File: config.mk
export PLATFORM = sky130hd
export DESIGN_NAME = scc_config_commands
export DESIGN_NICKNAME = d
export VERILOG_FILES = /design/src/logic/scc_pkg.sv /design/src/logic/scc_config_commands.sv
export SDC_FILE = /design/constraint.sdc
export NUM_CORES = 1
export LEC_CHECK = 0
export BUFFER_PORTS_ARGS = -buffer_cell sky130_fd_sc_hd__buf_2
export CAP_MARGIN = 20
export CORE_ASPECT_RATIO = 1.4
export CORE_MARGIN = 3
export CORE_UTILIZATION = 55
export CTS_BUF_LIST = sky130_fd_sc_hd__clkbuf_8
export CTS_CLUSTER_DIAMETER = 80
export DETAILED_ROUTE_END_ITERATION = 8
export PLACE_DENSITY = 0.81
export SLEW_MARGIN = 20
export SYNTH_ARGS = -nofsm -noshare
export SYNTH_HDL_FRONTEND = slang
export SYNTH_SLANG_ARGS = --single-unit
export TNS_END_PERCENT = 100
File: constraint.sdc
create_clock -name sys_clk -period 2.51 [get_ports sys_clk]
set_input_delay 0.251 -clock sys_clk [delete_from_list [all_inputs] [get_ports sys_clk]]
set_output_delay 0.251 -clock sys_clk [all_outputs]
set_load 0.05 [all_outputs]
File: src/logic/scc_pkg.sv
package scc_pkg;
  // command codes
  localparam logic [7:0] CMD_RUN_CONTROL   = 8'h01;
  localparam logic [7:0] CMD_SAVE_CFG      = 8'h11;
  localparam logic [7:0] CMD_RELOAD_CFG    = 8'h12;
  localparam logic [7:0] CMD_FEATURE       = 8'h19;
  localparam logic [7:0] CMD_DATA_FORMAT   = 8'h20;
  localparam logic [7:0] CMD_RAISE_TARGET  = 8'h25;
  localparam logic [7:0] CMD_LOWER_TARGET  = 8'h26;
  localparam logic [7:0] CMD_MONITOR_SCALE = 8'h2A;
  localparam logic [7:0] CMD_CURRENT_GAIN  = 8'h38;
  // run-control margin codes
  localparam logic [7:0] RUN_HIGH_IGNORE = 8'hA4;
  localparam logic [7:0] RUN_HIGH_ACT    = 8'hA8;
  localparam logic [7:0] RUN_LOW_IGNORE  = 8'h94;
  localparam logic [7:0] RUN_LOW_ACT     = 8'h98;
  // fixed report values
  localparam logic [7:0] DATA_FORMAT_VALUE = 8'h40;
  localparam int         FEATURE_ALERT_BIT = 4;
  // status bit positions
  localparam int COMM_DETAIL_FLAGS_BIT      = 1;
  localparam int STATUS_CATCHALL_BIT = 0;
  localparam int WORD_VENDOR_BIT     = 12;
  localparam int VENDOR_MARGIN_BIT   = 0;
  // default working values when nonvolatile array is blank
  localparam logic [15:0] RESET_WORD_VALUE = 16'h0000;
  // nonvolatile slot indexes
  localparam int NV_SLOTS   = 4;
  localparam int SLOT_RAISE = 0;
  localparam int SLOT_LOWER = 1;
  localparam int SLOT_SCALE = 2;
  localparam int SLOT_GAIN  = 3;

  // margin states of the supply
  typedef enum logic [1:0] {SCC_MARGIN_OFF, SCC_MARGIN_HIGH, SCC_MARGIN_LOW} scc_margin_t;
  // nonvolatile sequencer states
  typedef enum logic [1:0] {SCC_IDLE, SCC_SAVE, SCC_LOAD} scc_nvstate_t;

  // configuration words held in working registers
  typedef struct packed {
    logic [15:0] raiseTarget;
    logic [15:0] lowerTarget;
    logic [15:0] monitorScale;
    logic [15:0] currentGain;
  } scc_cfg_t;

  // whole block state
  typedef struct packed {
    scc_cfg_t     cfg;
    scc_nvstate_t nvState;
    logic [1:0]   nvIdx;
    scc_margin_t  margin;
    logic [15:0]  activeTarget;
    logic [7:0]   statusByte;
    logic [15:0]  statusWord;
    logic [7:0]   vendorFlags;
    logic [15:0]  readData;
    logic         readValid;
  } scc_state_t;
endpackage : scc_pkg

File: src/logic/scc_config_commands.sv
// Notes on behaviour
// - save stores only configuration words
// - failed save sets memory error, alert
// - save in progress blocks bus, monitoring
// - save/reload act on code alone
// - reload copies stored configuration into working
// - reload runs automatically after every reset
// - feature report fixed bits read zero
// - feature bit four mirrors alert enable
// - data format report always 40h
// - data format write sets memory error
// - raise target applies on fresh command
// - lower target applies on fresh command
// - margin failure sets flags, keeps retrying
// - word commands carry two data bytes
// - monitor scale stored as ratio code
// - bus voltages converted by monitor scale
// - current gain stored in 0.1 milliohm
// - run codes select margin high/low
`timescale 1ns/1ns
`default_nettype none
module scc_config_commands (
  input  wire logic        sys_clk,          // 20 MHz clock
  input  wire logic        sys_rst,          // synchronous, active high
  input  wire logic        cmdValid,         // one-cycle pulse: command from bus engine
  input  wire logic        cmdWrite,         // 1 write, 0 read
  input  wire logic [7:0]  cmdCode,          // command code after address
  input  wire logic [15:0] cmdData,          // data low byte first already paired
  input  wire logic        cmdWord,          // two data bytes were received
  output logic             cmdReady,         // high when bus commands are accepted
  output logic [15:0]      readData,         // answer to a read
  output logic             readValid,        // one-cycle answer pulse
  input  wire logic        alertEnable,      // alert enable from vendor mode setting
  input  wire logic        marginFail,       // margin loop cannot converge
  input  wire logic        clearFlags,       // clear of all status flags
  output logic             monitorHold,      // suspend supply monitoring
  output logic [1:0]       marginMode,       // active margin state
  output logic [15:0]      activeTarget,     // latched margin target
  output logic [15:0]      monitorScale,     // working monitor scale
  output logic [15:0]      currentGain,      // working current gain
  output logic [7:0]       statusByte,       // status byte
  output logic [15:0]      statusWord,       // status word
  output logic [7:0]       vendorFlags,      // vendor detail flags
  output logic             alertOut,         // alert level
  output logic             nvWrite,          // nonvolatile write strobe
  output logic [1:0]       nvAddr,           // nonvolatile slot index
  output logic [15:0]      nvWData,          // nonvolatile write data
  input  wire logic [15:0] nvRData,          // nonvolatile read data, same cycle
  input  wire logic        nvError           // write failed on this slot
);
  scc_pkg::scc_state_t s_r;                  // registered state
  scc_pkg::scc_state_t s_nxt;                // next state
  logic [15:0]         feature;              // feature report value

  // feature report: only alert bit can be set
  always_comb begin
    feature = 16'h0000;
    feature[scc_pkg::FEATURE_ALERT_BIT] = alertEnable;
  end

  // next-state logic
  always_comb begin
    s_nxt           = s_r;
    s_nxt.readValid = 1'b0;
    // margin failure flags; retries left to margin loop
    if (marginFail) begin
      s_nxt.statusByte[scc_pkg::STATUS_CATCHALL_BIT]  = 1'b1;
      s_nxt.statusWord[scc_pkg::STATUS_CATCHALL_BIT]  = 1'b1;
      s_nxt.statusWord[scc_pkg::WORD_VENDOR_BIT]      = 1'b1;
      s_nxt.vendorFlags[scc_pkg::VENDOR_MARGIN_BIT]   = 1'b1;
    end
    case (s_r.nvState)
      scc_pkg::SCC_IDLE: begin
        if (cmdValid && cmdWrite) begin
          case (cmdCode)
            scc_pkg::CMD_SAVE_CFG: begin
              s_nxt.nvState = scc_pkg::SCC_SAVE;
              s_nxt.nvIdx   = 2'h0;
            end
            scc_pkg::CMD_RELOAD_CFG: begin
              s_nxt.nvState = scc_pkg::SCC_LOAD;
              s_nxt.nvIdx   = 2'h0;
            end
            scc_pkg::CMD_DATA_FORMAT: begin
              s_nxt.statusByte[scc_pkg::COMM_DETAIL_FLAGS_BIT] = 1'b1;
              s_nxt.statusWord[scc_pkg::COMM_DETAIL_FLAGS_BIT] = 1'b1;
            end
            scc_pkg::CMD_RAISE_TARGET: if (cmdWord) s_nxt.cfg.raiseTarget = cmdData;
            scc_pkg::CMD_LOWER_TARGET: if (cmdWord) s_nxt.cfg.lowerTarget = cmdData;
            scc_pkg::CMD_MONITOR_SCALE: if (cmdWord) s_nxt.cfg.monitorScale = cmdData;
            scc_pkg::CMD_CURRENT_GAIN: if (cmdWord) s_nxt.cfg.currentGain = cmdData;
            scc_pkg::CMD_RUN_CONTROL: begin
              if (cmdData[7:0] == scc_pkg::RUN_HIGH_IGNORE || cmdData[7:0] == scc_pkg::RUN_HIGH_ACT) begin
                s_nxt.margin       = scc_pkg::SCC_MARGIN_HIGH;
                s_nxt.activeTarget = s_r.cfg.raiseTarget;
              end else if (cmdData[7:0] == scc_pkg::RUN_LOW_IGNORE || cmdData[7:0] == scc_pkg::RUN_LOW_ACT) begin
                s_nxt.margin       = scc_pkg::SCC_MARGIN_LOW;
                s_nxt.activeTarget = s_r.cfg.lowerTarget;
              end else begin
                s_nxt.margin = scc_pkg::SCC_MARGIN_OFF;
              end
            end
            default: ;  // other commands belong elsewhere
          endcase
        end else if (cmdValid) begin
          s_nxt.readValid = 1'b1;
          case (cmdCode)
            scc_pkg::CMD_FEATURE:       s_nxt.readData = feature;
            scc_pkg::CMD_DATA_FORMAT:   s_nxt.readData = {8'h00, scc_pkg::DATA_FORMAT_VALUE};
            scc_pkg::CMD_RAISE_TARGET:  s_nxt.readData = s_r.cfg.raiseTarget;
            scc_pkg::CMD_LOWER_TARGET:  s_nxt.readData = s_r.cfg.lowerTarget;
            scc_pkg::CMD_MONITOR_SCALE: s_nxt.readData = s_r.cfg.monitorScale;
            scc_pkg::CMD_CURRENT_GAIN:  s_nxt.readData = s_r.cfg.currentGain;
            default: begin
              s_nxt.readData  = 16'h0000;
              s_nxt.readValid = 1'b0;   // not this block's command
            end
          endcase
        end
      end
      scc_pkg::SCC_SAVE: begin
        // cmdValid is not looked at here: the bus stays deaf until idle
        // failed save: error bits only, detail flags untouched
        if (nvError) begin
          s_nxt.statusByte[scc_pkg::COMM_DETAIL_FLAGS_BIT] = 1'b1;
          s_nxt.statusWord[scc_pkg::COMM_DETAIL_FLAGS_BIT] = 1'b1;
        end
        s_nxt.nvIdx = s_r.nvIdx + 2'h1;
        if (s_r.nvIdx == 2'(scc_pkg::NV_SLOTS - 1)) s_nxt.nvState = scc_pkg::SCC_IDLE;
      end
      // load sequence also used after reset
      scc_pkg::SCC_LOAD: begin
        // commands also dropped while the reload runs
        case (s_r.nvIdx)
          2'(scc_pkg::SLOT_RAISE): s_nxt.cfg.raiseTarget  = nvRData;
          2'(scc_pkg::SLOT_LOWER): s_nxt.cfg.lowerTarget  = nvRData;
          2'(scc_pkg::SLOT_SCALE): s_nxt.cfg.monitorScale = nvRData;
          default:                 s_nxt.cfg.currentGain  = nvRData;
        endcase
        s_nxt.nvIdx = s_r.nvIdx + 2'h1;
        if (s_r.nvIdx == 2'(scc_pkg::NV_SLOTS - 1)) s_nxt.nvState = scc_pkg::SCC_IDLE;
      end
      default: s_nxt.nvState = scc_pkg::SCC_IDLE;
    endcase
    // clear drops every bit already set before this cycle; only bits newly set this cycle survive
    if (clearFlags) begin
      s_nxt.statusByte  = s_nxt.statusByte & ~s_r.statusByte;
      s_nxt.statusWord  = s_nxt.statusWord & ~s_r.statusWord;
      s_nxt.vendorFlags = s_nxt.vendorFlags & ~s_r.vendorFlags;
    end
  end

  // state register; reset starts the automatic reload
  always_ff @(posedge sys_clk) begin
    if (sys_rst) begin
      s_r              <= '0;
      s_r.cfg          <= {4{scc_pkg::RESET_WORD_VALUE}};
      s_r.nvState      <= scc_pkg::SCC_LOAD;
      s_r.margin       <= scc_pkg::SCC_MARGIN_OFF;
    end else begin
      s_r <= s_nxt;
    end
  end

  // nonvolatile port: save drives configuration words only
  always_comb begin
    case (s_r.nvIdx)
      2'(scc_pkg::SLOT_RAISE): nvWData = s_r.cfg.raiseTarget;
      2'(scc_pkg::SLOT_LOWER): nvWData = s_r.cfg.lowerTarget;
      2'(scc_pkg::SLOT_SCALE): nvWData = s_r.cfg.monitorScale;
      default:                 nvWData = s_r.cfg.currentGain;
    endcase
  end

  assign nvWrite      = (s_r.nvState == scc_pkg::SCC_SAVE);
  assign nvAddr       = s_r.nvIdx;
  // unresponsive and monitoring held while saving
  assign cmdReady     = (s_r.nvState == scc_pkg::SCC_IDLE);
  assign monitorHold  = (s_r.nvState == scc_pkg::SCC_SAVE);
  assign readData     = s_r.readData;
  assign readValid    = s_r.readValid;
  assign marginMode   = s_r.margin;
  assign activeTarget = s_r.activeTarget;
  // scale handed to monitor for bus-to-ADC conversion
  assign monitorScale = s_r.cfg.monitorScale;
  assign currentGain  = s_r.cfg.currentGain;
  assign statusByte   = s_r.statusByte;
  assign statusWord   = s_r.statusWord;
  assign vendorFlags  = s_r.vendorFlags;
  assign alertOut     = alertEnable && ((|s_r.statusByte) || (|s_r.vendorFlags));
endmodule // scc_config_commands
`default_nettype wire

==> results.rst, run 1 <==
.. list-table::
   :header-rows: 1

   * - Metric
     - Value
   * - Sequential cell area fraction in the yosys report
     - 35.8%
   * - Final worst path period need
     - 2.38 ns
   * - Layout Nets
     - 800
   * - RSZ-0062 raised after global routing
     - no
   * - Post-Synthesis Cells
     - 699
   * - Clk sink count
     - 109
   * - Die Wd
     - 95.0 µm
   * - Area of the multi-input gates
     - 3000 µm²
   * - Leading area contributor after synthesis
     - sky130_fd_sc_hd__dfxtp_1
   * - First-pass GRT wire length
     - 24900 µm
   * - Count of different cell masters after synthesis
     - 56
   * - Placed Cells
     - 869
   * - Series of cell instances along the critical path
     - inv_1 > ha_2 > a222oi_1 > a21oi_1 > buf_2
   * - Antenna violations before repair
     - 0
   * - Arrival @ worst endpoint
     - 2.13 ns
   * - Largest net degree at the start of global routing
     - 50
   * - Status
     - complete, no violations
   * - Count of inserted antenna diode cells
     - 0
   * - Number of global-route vias before repair
     - 4932
   * - Final routed DRC violation total
     - 0
   * - Number of buffers created by CTS
     - 9
   * - Worst path bufs/invs
     - 2
   * - Element type at the critical path end
     - output pin
   * - Layout cells sized above 1
     - 28.4%
   * - Area growth, synth to finish
     - 6.52%
   * - CTS tree
     - built
   * - Number of detailed-route iterations in the first pass
     - 6
   * - Overall Global Routing Usage
     - 25.8%
   * - Slew at the pin closest to its max-slew limit
     - 0.841 ns
   * - Slowest-stage cell, CP
     - sky130_fd_sc_hd__a222oi_1
   * - Post-synth EDFFs
     - 0
   * - Cts hold-fix bufs
     - 0
   * - Antenna-violating nets left
     - 0
   * - Post-Route Skew
     - 0.00767 ns
   * - Later-pin clock latency in the skew report
     - 0.36 ns
   * - Total power of the final layout
     - 8.09 mW
   * - Cell area after synthesis
     - 6100 µm²
   * - Dominant delay contributor by cell family on the critical path
     - compound AO/OA/AOI/OAI gates
   * - Crit start category
     - register
   * - Largest cells by area after synthesis
     - sky130_fd_sc_hd__dfxtp_1, sky130_fd_sc_hd__buf_4, sky130_fd_sc_hd__a211oi_1, sky130_fd_sc_hd__nor2_1, sky130_fd_sc_hd__a222oi_1
   * - Via total after detailed routing
     - 5321
   * - Core outline area
     - 10600 µm²
   * - Crit Path Max Fanout
     - 17
   * - Fin crit share
     - 94.7%
   * - Worst hold path type
     - in2reg
   * - Syn avg cell area
     - 8.73 µm²
   * - Floorplan die area
     - 12400 µm²
   * - Die outline height
     - 131 µm
   * - Most used flip-flop cell after synthesis
     - sky130_fd_sc_hd__dfxtp_1
   * - Final Slew Violations
     - 0
   * - Required time of the critical path
     - 2.26 ns
   * - Worst-case clock buffer depth
     - 2
   * - Leakage
     - 2.88 nW
   * - Share of the core filled with cells in the final layout
     - 61.2%
   * - Number of primary I/O pins
     - 170
   * - Remaining global-route overflow
     - 0
   * - Floorplan row count
     - 44
   * - Placed standard-cell area
     - 6290 µm²
   * - Max-cap violation count
     - 0
   * - Worst ir drop on vdd
     - 0.611 mV
   * - Count of input and output buffers
     - 143
   * - HPWL reported at the end of detailed placement
     - 11500 µm
   * - Fraction of synthesized cell area taken by the top area cell type
     - 35.8%
   * - Slew HR
     - 44.0%
   * - Delay of the slowest critical-path stage
     - 0.50 ns
   * - Power density normalized to cell area
     - 1240 nW/µm²
   * - Average detailed-routed wire length per instance
     - 18.4 µm
   * - Sequential cell area in the final layout
     - 2180 µm²
   * - Setup Viol. Count Final
     - 0
   * - Setup CP Type
     - reg2out
   * - Final Routed Wirelength
     - 16300 µm
   * - Worst-path clk slew
     - 0.10 ns
   * - Number of fill cells
     - 922
   * - Count of yosys warnings during synthesis
     - 0
   * - Fin area
     - 6500 µm²
   * - Final Hold Vio Count
     - 0
   * - Vias per Instance
     - 6.01
   * - Register bit count reported by yosys
     - 109
   * - Final sum of negative setup slack
     - 0 ns
   * - Final estimated routing congestion in global placement
     - 0.921
   * - # H-tree levels
     - 3
   * - Async set-reset flop share out of synthesis
     - 0%
   * - Upper clock frequency limit
     - 421 MHz
   * - Final Non-Filler Cells
     - 885
   * - Effective utilization at floorplan
     - 57.4%
   * - Clock Tree Root
     - sky130_fd_sc_hd__clkbuf_8
   * - Number of DRC markers after the initial detailed-route iteration
     - 660
cells by family (layout without fill, tap and decap cells):
kind of cell             count (synthesis)  count (layout)  synth area share (%)
AO/OA/AOI/OAI                          197             197                  25.4
XOR/XNOR                                 4               4                 0.574
adder cells (fa/ha/maj)                  9               9                  1.85
buffers and inverters                  168             191                  17.4
flip-flops                             109             109                  35.8
multiplexers                            21              21                  3.44
other                                    1              26                0.0615
AND/OR/NAND/NOR                        190             190                  15.4
power breakdown:
group	switching, mW	internal [mW]
Combinational	3.12	1.19
Clock	0.589	0.499
Sequential	0.498	2.19
layout by cell type (no fill, tap or decap), drive strengths merged, types with 3 or more instances in the layout:
cell      n
a211oi   83
a21o     14
a21oi    51
a221oi    6
a222oi   30
and3      3
buf     164
clkbuf   14
conb     26
dfxtp   109
ha        9
inv      11
mux2i    21
nand2    24
nand2b    3
nand3     5
nor2    109
nor2b     7
nor3      4
nor3b    15
nor4      3
o21ai     4
per-stage QoR:
stage | worst slack [ns] | hold WS (ns)
after CTS | 0.146 | 0.0599
after floorplan | 0.220 | 0.329
after detailed placement | 0.243 | 0.434
final | 0.133 | 0.0741
after global routing | 0.0493 | 0.0807
after global placement | 0.392 | 0.431
layer usage:
metal | GRT usage (%) | routed length [µm]
met5 | 0 | 0
met4 | 10.3 | 537
met3 | 5.67 | 1770
met2 | 42.4 | 7700
met1 | 32.7 | 6270
worst paths after layout:
path,slack (ns),end,cells past startpoint,startpoint
worst max-delay path,0.13,nvWData[10],5,nvAddr[0]
worst min-delay path,0.07,statusByte[1],2,clearFlags
worst max register to register,0.30,activeTarget[10],9,s_r[69]
worst min register to register,0.46,readData[8],1,readData[8]
state kept, by name, summed over array words and instances (netlist names):
| name | count |
|---|---|
| readData | 16 |
| marginMode | 2 |
| nvAddr | 2 |
| vendorFlags | 1 |
| activeTarget | 16 |
| statusByte | 2 |
| monitorScale | 16 |
| statusWord | 3 |
| s_r | 34 |
| readValid | 1 |
| currentGain | 16 |
final cells by class:
cell class                      count  area share [%]
Multi-Input combinational cell    447            46.1
Sequential cell                   109            33.6
Timing Repair Buffer              164            13.9
Clock buffer                       14            2.96
Tap cell                          138            2.66
Inverter                           11           0.635
Clock inverter                      2           0.212
timing repair:
| item | CTS | global route |
|---|---|---|
| gates resized for setup | 1 | 0 |
| setup endpoints to repair | 3 | 0 |
| setup buffers | 0 | 0 |
cell usage after synthesis, types with 2 or more instances:
| cell type | number |
|---|---|
| sky130_fd_sc_hd__nor2b_1 | 7 |
| sky130_fd_sc_hd__inv_1 | 11 |
| sky130_fd_sc_hd__a221oi_1 | 2 |
| sky130_fd_sc_hd__nor4bb_1 | 2 |
| sky130_fd_sc_hd__xor2_1 | 2 |
| sky130_fd_sc_hd__a21o_1 | 14 |
| sky130_fd_sc_hd__xnor2_1 | 2 |
| sky130_fd_sc_hd__nand4b_1 | 2 |
| sky130_fd_sc_hd__nand2b_1 | 3 |
| sky130_fd_sc_hd__a211oi_2 | 14 |
| sky130_fd_sc_hd__buf_1 | 2 |
| sky130_fd_sc_hd__mux2i_1 | 21 |
| sky130_fd_sc_hd__nor3_1 | 3 |
| sky130_fd_sc_hd__a21oi_1 | 50 |
| sky130_fd_sc_hd__a211oi_1 | 69 |
| sky130_fd_sc_hd__ha_1 | 9 |
| sky130_fd_sc_hd__o21ai_0 | 3 |
| sky130_fd_sc_hd__a22o_1 | 2 |
| sky130_fd_sc_hd__and3_1 | 3 |
| sky130_fd_sc_hd__buf_4 | 102 |
| sky130_fd_sc_hd__a22oi_1 | 2 |
| sky130_fd_sc_hd__o31a_1 | 2 |
| sky130_fd_sc_hd__dfxtp_1 | 109 |
| sky130_fd_sc_hd__nor2_1 | 105 |
| sky130_fd_sc_hd__a222oi_1 | 30 |
| sky130_fd_sc_hd__clkbuf_1 | 37 |
| sky130_fd_sc_hd__nand2_1 | 24 |
| sky130_fd_sc_hd__nor4_1 | 2 |
| sky130_fd_sc_hd__nor2_2 | 4 |
| sky130_fd_sc_hd__a221oi_2 | 4 |
| sky130_fd_sc_hd__nor3b_1 | 15 |
| sky130_fd_sc_hd__buf_2 | 13 |
| sky130_fd_sc_hd__nand3_1 | 5 |
| sky130_fd_sc_hd__or3_1 | 2 |
Power figures use the tool's default switching activity.
==> run 2: changes to the inputs <==
CORE_UTILIZATION = 37   (was 55)
PLACE_DENSITY = 0.58   (was 0.81)
==> run 2 against run 1 <==
- cell count grew 6.9%
- sequential share of layout area shrank 0.66 points
- die area grew 46%
==> results.rst, run 2 (synthesis gave the netlist of run 1 again) <==
.. list-table::
   :header-rows: 1

   * - Metric
     - Value
   * - Worst ir drop on vdd
     - 0.536 mV
   * - HPWL reported at the end of detailed placement
     - 12700 µm
   * - Placed standard-cell area
     - 6390 µm²
   * - Upper clock frequency limit
     - 427 MHz
   * - Worst-case clock buffer depth
     - 2
   * - Core outline area
     - 15900 µm²
   * - Max-cap violation count
     - 0
   * - Remaining global-route overflow
     - 0
   * - Floorplan die area
     - 18100 µm²
   * - Antenna violations before repair
     - 0
   * - Power share of the sequential group
     - 32.1%
   * - Slowest-stage cell, CP
     - sky130_fd_sc_hd__a222oi_1
   * - Number of global-route vias before repair
     - 5040
   * - Worst hold-check slack
     - 0.0875 ns
   * - Endpoint of the worst hold path
     - statusWord[1]
   * - Status
     - complete, no violations
   * - Final Hold Vio Count
     - 0
   * - Worst path bufs/invs
     - 3
   * - Power density normalized to cell area
     - 1260 nW/µm²
   * - Number of buffers created by CTS
     - 9
   * - Clock network fraction of total power
     - 15.7%
   * - Number of primary I/O pins
     - 170
   * - Count of input and output buffers
     - 143
   * - Worst setup margin
     - 0.166 ns
   * - Later-pin clock latency in the skew report
     - 0.38 ns
   * - Critical hold path startpoint
     - clearFlags
   * - Top reg by flops
     - s_r
   * - Number of DRC markers after the initial detailed-route iteration
     - 525
   * - Most frequent cells in the layout
     - sky130_fd_sc_hd__buf_2, sky130_fd_sc_hd__dfxtp_1, sky130_fd_sc_hd__nor2_1, sky130_fd_sc_hd__a211oi_1, sky130_fd_sc_hd__a21oi_1
   * - First-pass GRT wire length
     - 27900 µm
   * - Vias per Instance
     - 5.54
   * - Net Switching
     - 4.30 mW
   * - Area of the multi-input gates
     - 3000 µm²
   * - Clk sink count
     - 109
   * - Final routed DRC violation total
     - 0
   * - Setup WS pre-CTS
     - 0.270 ns
   * - Sequential cell area in the final layout
     - 2180 µm²
   * - Cts hold-fix bufs
     - 0
   * - Average detailed-routed wire length per instance
     - 19.2 µm
   * - Final Routed Wirelength
     - 18200 µm
   * - Capture instance of the worst register-to-register path
     - activeTarget[0]
   * - Largest net degree at the start of global routing
     - 51
   * - Fraction of power spent switching nets
     - 51.5%
   * - Area growth, synth to finish
     - 8.71%
   * - Count of inserted antenna diode cells
     - 0
   * - Share of the core filled with cells in the final layout
     - 41.8%
   * - Slew HR
     - 40.5%
   * - Flop-to-flop setup slack
     - 0.23 ns
   * - Delay of the slowest critical-path stage
     - 0.46 ns
   * - Placed Cells
     - 930
   * - Antenna-violating nets left
     - 0
   * - RSZ-0062 raised after global routing
     - no
   * - Die Wd
     - 115 µm
   * - Fin crit share
     - 93.4%
   * - Element type at the critical path end
     - output pin
   * - Logic depth of the worst register-to-register path
     - 9
   * - Dominant delay contributor by cell family on the critical path
     - compound AO/OA/AOI/OAI gates
   * - Number of fill cells
     - 1607
   * - Hold depth
     - 2
   * - Layout cells sized above 1
     - 28.8%
   * - Series of cell instances along the critical path
     - inv_1 > ha_1 > buf_4 > a222oi_1 > a21oi_1 > buf_2
   * - Final sum of negative setup slack
     - 0 ns
   * - Crit Path Max Fanout
     - 17
   * - Die outline height
     - 158 µm
   * - Overall Global Routing Usage
     - 19.7%
   * - Fin area
     - 6630 µm²
   * - Final estimated routing congestion in global placement
     - 0.828
   * - # H-tree levels
     - 3
   * - Commonest non-fill, non-tap cell in the layout
     - sky130_fd_sc_hd__buf_2
   * - Total power of the final layout
     - 8.35 mW
   * - Setup CP Type
     - reg2out
   * - Slew at the pin closest to its max-slew limit
     - 0.892 ns
   * - Crit start category
     - register
   * - CTS tree
     - built
   * - Required time of the critical path
     - 2.26 ns
   * - Layout Nets
     - 803
   * - Post-Route Skew
     - 0.00948 ns
   * - Final worst path period need
     - 2.34 ns
   * - Worst-path clk slew
     - 0.11 ns
   * - Final Non-Filler Cells
     - 946
   * - Floorplan row count
     - 54
   * - Arrival @ worst endpoint
     - 2.09 ns
   * - Setup Viol. Count Final
     - 0
   * - Critical register-to-register path startpoint
     - s_r[69]
   * - Origin of the worst setup path
     - nvAddr[1]
   * - Number of flip-flops in the largest register
     - 34
   * - Clock Tree Root
     - sky130_fd_sc_hd__clkbuf_8
   * - Leakage
     - 2.91 nW
   * - Final Slew Violations
     - 0
   * - Number of detailed-route iterations in the first pass
     - 7
   * - Worst hold path type
     - in2reg
   * - Combinational cell fraction of total power
     - 52.2%
   * - Effective utilization at floorplan
     - 38.4%
   * - Internal power
     - 4.05 mW
   * - Via total after detailed routing
     - 5237
run 2: cell count changes in the layout (fill, tap and decap cells not counted), sizes merged:
cell / previous run / this run
clkbuf: 14 / 9
buf: 164 / 167
bufinv: 0 / 3
inv: 11 / 14
clkinv: 2 / 1
run 2: timing repair:
item                                   4_1_cts  5_1_grt
resized for setup                            0        1
buffers inserted                             0        0
setup endpoints to repair                    0        9
endpoints found under the hold margin        0        0
run 2: power groups by stage:
stage	Combinational, mW	Clock, mW	Sequential, mW
final	4.36	1.31	2.68
after global routing	4.69	1.41	2.75
after CTS	4.37	1.33	2.66
after detailed placement	4.36	0	2.70
after global placement	4.29	0	2.67
after floorplan	3.59	0	2.56
run 2: final cells by class:
| class | instances | share of cell area (%) |
|---|---|---|
| multi-input cells | 447 | 45.2 |
| flip-flops and latches | 109 | 32.9 |
| repair buffers | 167 | 13.9 |
| well taps | 196 | 3.70 |
| clock buffers | 9 | 1.87 |
| clock inverters | 7 | 1.81 |
| inverters | 11 | 0.622 |
run 2: worst max path at each step:
stage                       to  slack (ns)  depth (start not counted)
2_1_floorplan         s_r[123]        0.22                          8
3_3_place_gp   activeTarget[1]        0.40                          7
3_5_place_dp   activeTarget[0]        0.27                          9
4_1_cts            nvWData[14]        0.09                          6
5_1_grt             nvWData[4]        0.03                          6
6_report           nvWData[14]        0.17                          6
run 2: routing by layer:
metal	routed length (µm)	part of all wire (%)	track usage (%)
met3	1580	8.7	5.58
met2	8910	49	32.4
met4	359	2.0	7.24
met5	0	0	0
met1	7360	40	24.5
run 2: worst register-to-register path, cell delays in order, from the launching register on:
cell and delay [ns]:
sky130_fd_sc_hd__dfxtp_1 0.36, sky130_fd_sc_hd__inv_1 0.11, sky130_fd_sc_hd__ha_1 0.25, sky130_fd_sc_hd__buf_4 0.25, sky130_fd_sc_hd__nand3_1 0.18, sky130_fd_sc_hd__nor4_2 0.23
sky130_fd_sc_hd__and4bb_2 0.32, sky130_fd_sc_hd__buf_12 0.21, sky130_fd_sc_hd__nor2_1 0.09, sky130_fd_sc_hd__a211oi_1 0.21
==> run 3: changes to the inputs <==
GPL_TIMING_DRIVEN = 0   (was unset)
==> run 3 against run 2 <==
- sequential power up 2%
- hold slack better by 0.0054 ns
- routed wire length up 16%
- maximum frequency down 3.6%
- clock skew up 0.0041 ns
- global-route usage up 3.2 points
- combinational power up 12%
- sequential share of layout area down 3.6 points
- die area unchanged
- utilization up 5.3 points
- power up 5.0%
- sequential cell count unchanged
- critical path type unchanged
- largest power group unchanged
==> results.rst, run 3 (synthesis gave the netlist of run 1 again) <==
.. list-table::
   :header-rows: 1

   * - Metric
     - Value
   * - Status
     - complete, no violations
   * - Hold depth
     - 2
   * - Vias per Instance
     - 5.37
   * - Number of DRC markers after the initial detailed-route iteration
     - 683
   * - Number of primary I/O pins
     - 170
   * - Layout cells sized above 1
     - 37.2%
   * - Logic depth of the worst register-to-register path
     - 9
   * - Upper clock frequency limit
     - 411 MHz
   * - Antenna-violating nets left
     - 0
   * - Floorplan die area
     - 18100 µm²
   * - Slew at the pin closest to its max-slew limit
     - 0.949 ns
   * - Final sum of negative setup slack
     - 0 ns
   * - Post-Route Skew
     - 0.0135 ns
   * - Count of inserted antenna diode cells
     - 0
   * - Share of the core filled with cells in the final layout
     - 47.1%
   * - Effective utilization at floorplan
     - 38.4%
   * - Placed Cells
     - 1062
   * - Commonest non-fill, non-tap cell in the layout
     - sky130_fd_sc_hd__buf_2
   * - Final worst path period need
     - 2.43 ns
   * - Fin crit share
     - 96.9%
   * - Via total after detailed routing
     - 5776
   * - Worst-path clk slew
     - 0.11 ns
   * - Layout Nets
     - 933
   * - Largest net degree at the start of global routing
     - 18
   * - Final Non-Filler Cells
     - 1076
   * - Delay of the slowest critical-path stage
     - 0.39 ns
   * - Crit Path Max Fanout
     - 10
   * - Floorplan row count
     - 54
   * - Number of detailed-route iterations in the first pass
     - 7
   * - # H-tree levels
     - 3
   * - Setup Viol. Count Final
     - 0
   * - Cts hold-fix bufs
     - 0
   * - Top reg by flops
     - s_r
   * - Area growth, synth to finish
     - 22.4%
   * - Required time of the critical path
     - 2.26 ns
   * - Later-pin clock latency in the skew report
     - 0.39 ns
   * - Slew HR
     - 36.7%
   * - Arrival @ worst endpoint
     - 2.18 ns
   * - Most frequent cells in the layout
     - sky130_fd_sc_hd__buf_2, sky130_fd_sc_hd__dfxtp_1, sky130_fd_sc_hd__nor2_1, sky130_fd_sc_hd__buf_4, sky130_fd_sc_hd__a211oi_1
   * - Series of cell instances along the critical path
     - inv_1 > ha_4 > clkbuf_4 > a222oi_1 > a21oi_1 > clkbuf_4
   * - Average detailed-routed wire length per instance
     - 19.6 µm
   * - Worst hold path type
     - in2reg
   * - Setup CP Type
     - reg2out
   * - Count of input and output buffers
     - 142
   * - Worst-case clock buffer depth
     - 2
   * - Antenna violations before repair
     - 0
   * - Worst ir drop on vdd
     - 0.613 mV
   * - Total power of the final layout
     - 8.76 mW
   * - Clk sink count
     - 109
   * - Clock Tree Root
     - sky130_fd_sc_hd__clkbuf_8
   * - Number of flip-flops in the largest register
     - 34
   * - Power density normalized to cell area
     - 1170 nW/µm²
   * - Element type at the critical path end
     - output pin
   * - Crit start category
     - register
   * - RSZ-0062 raised after global routing
     - yes
   * - HPWL reported at the end of detailed placement
     - 15500 µm
   * - Overall Global Routing Usage
     - 22.9%
   * - Number of fill cells
     - 1602
   * - Final Hold Vio Count
     - 0
   * - Final Routed Wirelength
     - 21100 µm
   * - Final estimated routing congestion in global placement
     - 0.892
   * - Number of buffers created by CTS
     - 9
   * - CTS tree
     - built
   * - First-pass GRT wire length
     - 31500 µm
   * - Crit-path most repeated cell
     - sky130_fd_sc_hd__clkbuf_4
   * - Leakage
     - 3.48 nW
   * - Final Slew Violations
     - 0
   * - Slowest-stage cell, CP
     - sky130_fd_sc_hd__dfxtp_4
   * - Number of global-route vias before repair
     - 5433
   * - Die outline height
     - 158 µm
   * - Final routed DRC violation total
     - 0
   * - Core outline area
     - 15900 µm²
   * - Max-cap violation count
     - 0
   * - Die Wd
     - 115 µm
   * - Remaining global-route overflow
     - 0
==> run 3: cell count changes in the layout (fill, tap and decap cells not counted), sizes merged <==
cell	delta
buf	+93
bufinv	-2
clkbuf	+39
==> run 3: critical path: cells and delay by family, from the launching register on <==
kind / cells / cell delay, ns
buffers and inverters: 3 / 0.73
AO/OA/AOI/OAI: 2 / 0.41
flip-flops: 1 / 0.39
adder cells (fa/ha/maj): 1 / 0.26
==> run 3: repair_timing <==
item	4_1_cts	5_1_grt
pin swaps	0	0
setup buffers	0	2
setup endpoints to repair	57	75
gates resized for setup	13	29
==> run 3: per-layer routing <==
layer	routed length, µm	part of all wire [%]	global-route usage (%)
met3	1710	8.1	4.02
met5	0	0	0
met4	668	3.2	8.94
met2	9960	47	37.2
met1	8790	42	30.2
==> run 3: final cells by class <==
cell class	instances	area [µm²]	share of cell area, %
inverter	11	41.3	0.553
timing repair buffer	144	728	9.75
multi-input combinational	447	3020	40.4
tap	196	245	3.28
clock inverter	5	56.3	0.754
buffer	153	1040	13.9
clock buffer	11	151	2.03
sequential	109	2190	29.3
==> run 3: final timing paths <==
kind                     from        endpoint  slack, ns
hold reg to reg   readData[4]     readData[4]       0.46
setup reg to reg      s_r[69]  currentGain[2]       0.15
hold / removal     clearFlags   statusWord[1]       0.09
setup / recovery    nvAddr[1]      nvWData[4]       0.08
==> run 3: metrics by stage <==
stage	instance area (µm²)	setup slack [ns]	hold WS [ns]
after floorplan	6200	0.220	0.329
final	7470	0.0784	0.0929
after detailed placement	7150	-0.309	0.441
after global placement	7150	-0.344	0.435
after CTS	7370	0.00243	0.0873
after global routing	7470	-0.0193	0.0994
==> run 3: where the power goes <==
group	switching [mW]	internal (mW)
Clock	0.628	0.519
Sequential	0.533	2.20
Combinational	3.38	1.50
